**src/common/emb_pkg.sv**
```systemverilog
// constants, types and rule overview for the external memory bus interface
// Overview of operation
// - strobe is latch pulse or address-valid level
// - address-valid level returns high at cycle end
// - strobe only on external accesses
// - high-byte enable low for high-byte writes
// - odd write strobe low for odd-byte writes
// - shared high-byte pin active only on writes
// - config bits one and two enable width pin
// - width pin low eight bit, high sixteen
// - fetch indicator high through external fetch cycle
// - clock out at half rate, even duty
// - access select latched; low forces all external
// - access select high: 2000H-5FFFH served on chip
// - code fetches below 0400H always go external
// - data 6000H-FFFFH goes to external bus
// - access select high: data 0018H-01FFH stays in register RAM
// - address and data multiplexed on two ports
// - wait input low stretches cycle until high
// - read strobe low only on external reads
// - write strobe low on writes; low-byte mode even only
package emb_pkg;
  localparam logic [15:0] SFR_LO_END = 16'h0017;
  localparam logic [15:0] REG_RAM_LO = 16'h0018;
  localparam logic [15:0] REG_RAM_HI = 16'h01FF;
  localparam logic [15:0] FORCE_EXT_HI = 16'h03FF;
  localparam logic [15:0] HI_SFR_LO = 16'h1F00;
  localparam logic [15:0] HI_SFR_HI = 16'h1FFF;
  localparam logic [15:0] ROM_LO = 16'h2000;
  localparam logic [15:0] ROM_HI = 16'h5FFF;
  localparam logic [15:0] EXT_HI_LO = 16'h6000;
  localparam logic [7:0] RESERVED_FILL = 8'hFF;
  // configuration bit positions
  localparam int CFG_STROBE_BIT = 0;
  localparam int CFG_WIDTH_BIT1 = 1;
  localparam int CFG_WIDTH_BIT2 = 2;
  localparam int CFG_HIPIN_BIT = 3;
  localparam int CFG_WRLOW_BIT = 4;
  // sixteen-bit fixed width when dynamic control off
  localparam int CFG_BUS16_BIT = 5;
  localparam int CLK_DIV = 2;
  typedef enum logic [2:0] {
    ST_IDLE, ST_ADDR, ST_DATA, ST_WAIT, ST_END
  } emb_state_t;
endpackage : emb_pkg

```
**src/rtl/emb_bus.sv**
```systemverilog
// external memory bus sequencer with multiplexed address/data ports
`timescale 1ns/1ps
module emb_bus (
  input wire logic ref_clk,
  input wire logic resetn,
  input wire logic [7:0] chip_config_byte,
  input wire logic external_access_select,
  input wire logic req_valid,
  input wire logic [15:0] req_addr,
  input wire logic req_write,
  input wire logic req_fetch,
  input wire logic [1:0] req_be,
  input wire logic [15:0] req_wdata,
  output logic req_ready,
  output logic req_internal,
  output logic rsp_valid,
  output logic [15:0] rsp_rdata,
  input wire logic wait_n,
  input wire logic bus_width,
  input wire logic [7:0] ad_lo_in,
  input wire logic [7:0] ad_hi_in,
  output logic [7:0] ad_lo_out,
  output logic [7:0] ad_hi_out,
  output logic ad_lo_oe,
  output logic ad_hi_oe,
  output logic addr_strobe,
  output logic read_n,
  output logic write_n,
  output logic high_byte_enable,
  output logic fetch_indicator,
  output logic half_rate_clock_out
);
  import emb_pkg::*;

  // three-stage synchronisers for wait, width and strap pins; two stages on the AD inputs
  logic [2:0] wait_sq, bw_sq, ea_sq;
  logic [7:0] adl1_q, adl2_q, adh1_q, adh2_q;
  logic wait_ok, bw_hi;
  // clock divider and strap state
  logic clk_q, clk_d, rise_d, rise_q, ea_lat_q, ea_lat_d, strap_done_q, strap_done_d;
  // bus sequencer state
  emb_state_t st_q, st_d;
  logic [15:0] addr_q, addr_d, wdat_q, wdat_d;
  logic wr_q, wr_d, fet_q, fet_d, w16_q, w16_d;
  logic [1:0] be_q, be_d;
  logic go_ext;
  logic ready_q, ready_d, int_q, int_d, rv_q, rv_d;
  logic [15:0] rdat_q, rdat_d;
  logic [7:0] alo_q, alo_d, ahi_q, ahi_d;
  logic aloe_q, aloe_d, ahoe_q, ahoe_d;
  logic as_q, as_d, rd_q, rd_d, wrn_q, wrn_d, hb_q, hb_d, fi_q, fi_d;

  // pins are asynchronous; only stages two and three are looked at
  always_ff @(posedge ref_clk or negedge resetn) begin
    if (!resetn) begin
      wait_sq <= 3'h7;
      bw_sq <= 3'h7;
      adl1_q <= 8'h00;
      adl2_q <= 8'h00;
      adh1_q <= 8'h00;
      adh2_q <= 8'h00;
    end else begin
      wait_sq <= {wait_sq[1:0], wait_n};
      bw_sq <= {bw_sq[1:0], bus_width};
      adl1_q <= ad_lo_in;
      adl2_q <= adl1_q;
      adh1_q <= ad_hi_in;
      adh2_q <= adh1_q;
    end
  end
  assign wait_ok = wait_sq[1] & wait_sq[2];
  assign bw_hi = bw_sq[1] & bw_sq[2];

  // strap synchroniser runs through reset, so the pin level is already known at release
  always_ff @(posedge ref_clk) begin
    ea_sq <= {ea_sq[1:0], external_access_select};
  end

  // divider and strap capture after release of reset
  always_comb begin
    clk_d = ~clk_q;
    rise_d = ~clk_q;
    ea_lat_d = ea_lat_q;
    strap_done_d = strap_done_q;
    // latch only once stages two and three agree
    if (!strap_done_q && ea_sq[1] == ea_sq[2]) begin
      ea_lat_d = ea_sq[2];
      strap_done_d = 1'b1;
    end
  end
  always_ff @(posedge ref_clk or negedge resetn) begin
    if (!resetn) begin
      clk_q <= 1'b0;
      rise_q <= 1'b0;
      ea_lat_q <= 1'b1;
      strap_done_q <= 1'b0;
    end else begin
      clk_q <= clk_d;
      rise_q <= rise_d;
      ea_lat_q <= ea_lat_d;
      strap_done_q <= strap_done_d;
    end
  end

  emb_route u_route (
    .addr(req_addr),
    .is_fetch(req_fetch),
    .ext_all(~ea_lat_q),
    .go_ext(go_ext)
  );

  // sequencer: one phase per half-rate clock period, except ST_END which lasts one ref_clk cycle
  always_comb begin
    st_d = st_q;
    addr_d = addr_q;
    wdat_d = wdat_q;
    wr_d = wr_q;
    fet_d = fet_q;
    w16_d = w16_q;
    be_d = be_q;
    ready_d = 1'b0;
    int_d = 1'b0;
    rv_d = 1'b0;
    rdat_d = rdat_q;
    alo_d = alo_q;
    ahi_d = ahi_q;
    aloe_d = aloe_q;
    ahoe_d = ahoe_q;
    as_d = as_q;
    rd_d = rd_q;
    wrn_d = wrn_q;
    hb_d = hb_q;
    fi_d = fi_q;
    unique case (st_q)
      ST_IDLE: begin
        as_d = !chip_config_byte[CFG_STROBE_BIT]; // idle: valid level high, pulse low
        if (req_valid && !ready_q && rise_q) begin
          ready_d = 1'b1;
          if (!go_ext) begin
            int_d = 1'b1; // internal: no strobe
          end else begin
            st_d = ST_ADDR;
            addr_d = req_addr;
            wdat_d = req_wdata;
            wr_d = req_write;
            fet_d = req_fetch;
            be_d = req_be;
            alo_d = req_addr[7:0];
            ahi_d = req_addr[15:8];
            aloe_d = 1'b1;
            ahoe_d = 1'b1;
            fi_d = req_fetch;
            as_d = 1'b1; // pulse rises, valid level stays high
          end
        end
      end
      ST_ADDR: begin
        if (rise_q) begin
          // strobe falls once address has stood a full phase
          as_d = 1'b0;
          w16_d = chip_config_byte[CFG_BUS16_BIT];
          if (chip_config_byte[CFG_WIDTH_BIT1] && chip_config_byte[CFG_WIDTH_BIT2]) begin
            w16_d = bw_hi;
          end
          st_d = ST_DATA;
          if (wr_q) begin
            alo_d = (be_q == 2'b10) ? wdat_q[15:8] : wdat_q[7:0];
            ahi_d = wdat_q[15:8];
            wrn_d = chip_config_byte[CFG_WRLOW_BIT] ? !(be_q[0] && !addr_q[0]) : 1'b0;
            if (chip_config_byte[CFG_HIPIN_BIT]) begin
              hb_d = !(be_q[1] || addr_q[0]);
            end else begin
              hb_d = !be_q[1];
            end
          end else begin
            aloe_d = 1'b0;
            ahoe_d = 1'b0;
            rd_d = 1'b0;
          end
        end
      end
      ST_DATA: begin
        // one extra phase: the pin synchronisers lag two edges behind the strobe
        if (rise_q) begin
          st_d = ST_WAIT;
        end
      end
      ST_WAIT: begin
        if (rise_q) begin
          if (!wait_ok) begin
            st_d = ST_WAIT;
          end else begin
            st_d = ST_END;
            rv_d = !wr_q;
            rdat_d = w16_q ? {adh2_q, adl2_q} : {RESERVED_FILL & 8'h00, adl2_q};
            rd_d = 1'b1;
            wrn_d = 1'b1;
            hb_d = 1'b1;
            aloe_d = 1'b0;
            ahoe_d = 1'b0;
            as_d = !chip_config_byte[CFG_STROBE_BIT];
            fi_d = 1'b0;
          end
        end
      end
      ST_END: begin
        as_d = !chip_config_byte[CFG_STROBE_BIT];
        st_d = ST_IDLE;
      end
    endcase
  end

  always_ff @(posedge ref_clk or negedge resetn) begin
    if (!resetn) begin
      st_q <= ST_IDLE;
      addr_q <= 16'h0000;
      wdat_q <= 16'h0000;
      wr_q <= 1'b0;
      fet_q <= 1'b0;
      w16_q <= 1'b0;
      be_q <= 2'h0;
      ready_q <= 1'b0;
      int_q <= 1'b0;
      rv_q <= 1'b0;
      rdat_q <= 16'h0000;
      alo_q <= 8'h00;
      ahi_q <= 8'h00;
      aloe_q <= 1'b0;
      ahoe_q <= 1'b0;
      as_q <= 1'b0;
      rd_q <= 1'b1;
      wrn_q <= 1'b1;
      hb_q <= 1'b1;
      fi_q <= 1'b0;
    end else begin
      st_q <= st_d;
      addr_q <= addr_d;
      wdat_q <= wdat_d;
      wr_q <= wr_d;
      fet_q <= fet_d;
      w16_q <= w16_d;
      be_q <= be_d;
      ready_q <= ready_d;
      int_q <= int_d;
      rv_q <= rv_d;
      rdat_q <= rdat_d;
      alo_q <= alo_d;
      ahi_q <= ahi_d;
      aloe_q <= aloe_d;
      ahoe_q <= ahoe_d;
      as_q <= as_d;
      rd_q <= rd_d;
      wrn_q <= wrn_d;
      hb_q <= hb_d;
      fi_q <= fi_d;
    end
  end

  assign req_ready = ready_q;
  assign req_internal = int_q;
  assign rsp_valid = rv_q;
  assign rsp_rdata = rdat_q;
  assign ad_lo_out = alo_q;
  assign ad_hi_out = ahi_q;
  assign ad_lo_oe = aloe_q;
  assign ad_hi_oe = ahoe_q;
  assign addr_strobe = as_q;
  assign read_n = rd_q;
  assign write_n = wrn_q;
  assign high_byte_enable = hb_q;
  assign fetch_indicator = fi_q;
  assign half_rate_clock_out = clk_q;
endmodule : emb_bus

```
**src/rtl/emb_route.sv**
```systemverilog
// address decode: internal or external route for one access
`timescale 1ns/1ps
module emb_route (
  input wire logic [15:0] addr,
  input wire logic is_fetch,
  input wire logic ext_all,
  output logic go_ext
);
  import emb_pkg::*;
  // decide the route; forced-external fetches take priority over register space
  always_comb begin
    go_ext = 1'b1;
    if (ext_all) begin
      go_ext = 1'b1;
    end else if (is_fetch && addr <= FORCE_EXT_HI) begin
      go_ext = 1'b1;
    end else if (addr <= SFR_LO_END) begin
      go_ext = 1'b0;
    end else if (addr >= REG_RAM_LO && addr <= REG_RAM_HI) begin
      go_ext = 1'b0;
    end else if (addr >= HI_SFR_LO && addr <= HI_SFR_HI) begin
      go_ext = 1'b0;
    end else if (addr >= ROM_LO && addr <= ROM_HI) begin
      go_ext = 1'b0;
    end else if (addr >= EXT_HI_LO) begin
      go_ext = 1'b1;
    end
  end
endmodule : emb_route

```
**config.mk**
```make
export PLATFORM = sky130hd
export DESIGN_NAME = emb_bus
export DESIGN_NICKNAME = d
export VERILOG_FILES = /design/src/common/emb_pkg.sv /design/src/rtl/emb_bus.sv /design/src/rtl/emb_route.sv
export SDC_FILE = /design/constraint.sdc
export NUM_CORES = 1
export LEC_CHECK = 0
export ABC_AREA = 1
export BUFFER_PORTS_ARGS = -buffer_cell sky130_fd_sc_hd__buf_2
export CAP_MARGIN = 40
export CELL_PAD_IN_SITES_DETAIL_PLACEMENT = 1
export CELL_PAD_IN_SITES_GLOBAL_PLACEMENT = 1
export CORE_MARGIN = 1.5
export CORE_UTILIZATION = 35
export DETAILED_ROUTE_END_ITERATION = 6
export PLACE_DENSITY_LB_ADDON = 0.1
export SYNTH_ARGS = -nofsm -noshare
export SYNTH_HDL_FRONTEND = slang
export SYNTH_SLANG_ARGS = --single-unit
```
**constraint.sdc**
```tcl
create_clock -name ref_clk -period 1.6 [get_ports ref_clk]
set_clock_uncertainty 0.2 [all_clocks]
set_input_delay 0.32 -clock ref_clk [delete_from_list [all_inputs] [get_ports ref_clk]]
set_output_delay 0.32 -clock ref_clk [all_outputs]
set_load 0.05 [all_outputs]
```
==> results_dict.tcl <==
set metrics [dict create \
    result_of_the_run "complete, but fails checks" \
    violations "negative setup slack" \
    cp_cell_sequence "inv_2 > nand2_4 > nor2_4 > nand2_4 > a21oi_4 > nand3_4 > nand2_1 > nand2_1" \
    top_library_cells_by_usage_in_the_layout_fill_and_taps_aside "nand2_1, buf_2, dfrtp_1" \
    ff2ff_setup_slack_ns -0.11 \
    layout.core_utilization_pct 53.2 \
    cellLeakagePower_nw 3.20 \
    crit_slowest_cell "dfrtp_1" \
    design.die.area_mm2 0.0127 \
    yosysWarnings 0 \
    global_route.usage.met1_pct 25.1 \
    mostFrequentLayoutCell "nand2_1" \
    critical_path.n_buffers_inverters 1 \
    area_growth_from_synthesis_to_layout_pct 46.2 \
    routabilityCongestion 0.867 \
    maxSlewViolCount 0 \
    cp-end-kind "flop" \
    synth_area_mm2 0.00423 \
    finalSetupTns_ns -2.11 \
    ys_ff_latch 109 \
    hold_viol_final 0 \
    swShare_pct 44.6 \
    postLayoutCellArea_mm2 0.00618 \
    grt_util_met3_pct 4.34 \
    groute.usage.overall_pct 19.8 \
    hold_class "in -> reg" \
    detail_route.drc_violations 0 \
    unrepaired_setup_endpoints_after_global_routing "yes" \
    max_freq_mhz 584 \
    avgSynthCellArea_um2 9.58 \
    critPathKind "reg -> reg" \
    crit_path_max_fanout 16 \
    cts_h_tree_depth 3 \
    finalNetCount 685 \
    sequentialPowerShare_pct 33.9 \
    worst_skew_pair.late_latency_ns 0.36 \
    first_pass_grt_wire_length_mm 19.8 \
    post_drt_via_cell_ratio 4.80 \
    die-width_um 113 \
    grt.overflow.total 0 \
    cts-buffers-inserted 9 \
    pwr_density_cell_mw_per_mm2 1940 \
    dr.pass1.iters 4 \
    comb_power_share_pct 46.5 \
    die-height_um 113 \
    detailroute.via_count 3685 \
    max-clock-path-buffers 2 \
    antenna_left 0 \
    clkTransAtPathRegs_ns 0.08 \
    finalSetupViolCount 41 \
    post_synth_num_cell_types 30 \
    placedInstanceArea_mm2 0.00535 \
    core-area_mm2 0.0116 \
    grt.busiest_layer "met2" \
    power.switching_mw 5.35 \
    postSynthCellCount 441 \
    setup_ws_ns -0.113 \
    timing.slew.headroom_pct 73.0 \
    place_hpwl_mm 8.45 \
    p_int_mw 6.65 \
    drt_iter0_drc 99 \
    clock_power_share_pct 19.6 \
    yosysSeqAreaShare_pct 64.5 \
    vdd_drop_max_v 0.00116 \
    totalWireLength_mm 12.1 \
    post_route_cells_drive_above_1_share_pct 37.8 \
    placement.io_buffers 106 \
    number_of_clock_sinks 109 \
    tritoncts "yes" \
    antenna_found_initial 2 \
    max_stage_delay_ns 0.42 \
    layout.filler_cells 1309 \
    kind_of_cell_adding_the_most_delay_to_the_critical_path "simple AND/OR/NAND/NOR gates" \
    num_antenna_cells 0 \
    ys_top_cells_by_area "dfrtp_1, nand2_1, dfstp_2" \
    rows 39 \
    finalCritPeriodShare_pct 107 \
    syn_nets 507 \
    use_met2_pct 34.1 \
    initial_utilization_pct 36.4 \
    number_of_global_route_vias_before_repair 4013 \
    timing.final.crit_period_ns 1.71 \
    synth_top_area_share_pct 56.8 \
    clock_tree.root_cell "clkbuf_16" \
    fin_worst_hold_slack_ns 0.00764 \
    pre_cts_slack_ns -0.135 \
    floorplan.io_pins 109 \
    yosysTopAreaCell "dfrtp_1" \
    timing_worst_slew_pin_value_ns 0.404 \
    crit_path_start_kind "flop" \
    drv_cap 0 \
    worstPathRequired_ns 1.64 \
    wp_data_arrival_ns 1.76 \
    routedWlPerCell_um 15.8 \
    grt_start_max_net_pins 39 \
]
[tightest hold or removal path, stage by stage]
cell and delay (ns):
buf_2 0.08, nand3_1 0.07, nand2_1 0.07
[per-stage QoR]
stage | std cells | power [mW]
floorplan | 441 | 7.56
global placement | 720 | 9.10
detailed placement | 720 | 9.27
CTS | 765 | 12.0
global route | 767 | 12.7
finish | 767 | 12.0
[layout make-up]
class | instances | area (um2) | share of cell area [%]
Clock buffer | 9 | 225 | 3.64
Clock inverter | 7 | 86.3 | 1.40
Inverter | 24 | 93.8 | 1.52
Multi-Input combinational cell | 291 | 1490 | 24.1
Sequential cell | 109 | 2730 | 44.2
Tap cell | 143 | 179 | 2.90
Timing Repair Buffer | 184 | 1380 | 22.3
[Yosys cell counts]
master / instances
inv_1: 19
nand2_4: 1
nand2_1: 157
o22ai_1: 1
nand3_4: 1
nor2_1: 30
o21ai_1: 8
o21ai_0: 27
dfrtp_1: 96
buf_6: 1
buf_2: 8
o211ai_1: 1
nand3_2: 2
nand3_1: 20
a21oi_1: 8
dfxtp_1: 3
clkbuf_1: 6
dfstp_2: 10
or2_2: 2
nand4_1: 20
buf_4: 2
o2111ai_1: 1
inv_2: 4
nor2_2: 2
a31oi_1: 2
nand2_2: 4
nor2_4: 2
a21oi_4: 1
a211oi_1: 1
clkinv_1: 1
[registers in the layout, summed over array words and instances, names as in the netlist, 8 cells and up]
register   cells
ad_hi_out      8
ad_lo_out      8
adh1_q         8
adh2_q         8
adl1_q         8
adl2_q         8
rsp_rdata     16
wdat_q        16
[power groups by stage]
stage / Clock, mW / Combinational [mW] / Sequential (mW)
final: 2.35 / 5.58 / 4.07
after detailed placement: 0 / 5.17 / 4.10
after floorplan: 0 / 2.03 / 5.53
after global placement: 0 / 5.04 / 4.06
after global routing: 2.51 / 6.05 / 4.18
after CTS: 2.41 / 5.49 / 4.08
[timing repair]
| action | 4_1_cts | 5_1_grt |
|---|---|---|
| endpoints found under the hold margin | 41 | 0 |
| gates resized for setup | 48 | 6 |
| gates cloned | 1 | 1 |
| buffers inserted | 4 | 1 |
| hold buffers | 24 | 0 |
| pin swaps | 3 | 1 |
| setup endpoints to repair | 63 | 63 |
[logic make-up (layout without fill, tap and decap cells)]
| logic type | after synthesis | count (layout) | share of synthesized area [%] |
|---|---|---|---|
| AO/OA/AOI/OAI | 50 | 50 | 6.48 |
| buffers and inverters | 41 | 224 | 4.23 |
| flip-flops | 109 | 109 | 64.5 |
| AND/OR/NAND/NOR | 241 | 241 | 24.8 |
[layer usage]
layer / vias up / part of all wire [%]
met5: - / 0
met4: 0 / 1.7
met3: 17 / 5.3
met2: 91 / 50
met1: 1800 / 43
li1: 1777 / -
[path summary, 6_finish.rpt]
path                         startpoint            to  depth (start not counted)
max reg2reg                     st_q[2]  ad_lo_out[7]                          8
max in group asynchronous        resetn  rsp_rdata[5]                          3
min in group asynchronous        resetn  rsp_rdata[8]                          2
min reg2reg                    ea_sq[0]      ea_sq[1]                          0
min                        req_wdata[5]     wdat_q[5]                          3
max                             st_q[2]  ad_lo_out[7]                          8
Note: power is estimated with default switching activity, not from simulation.
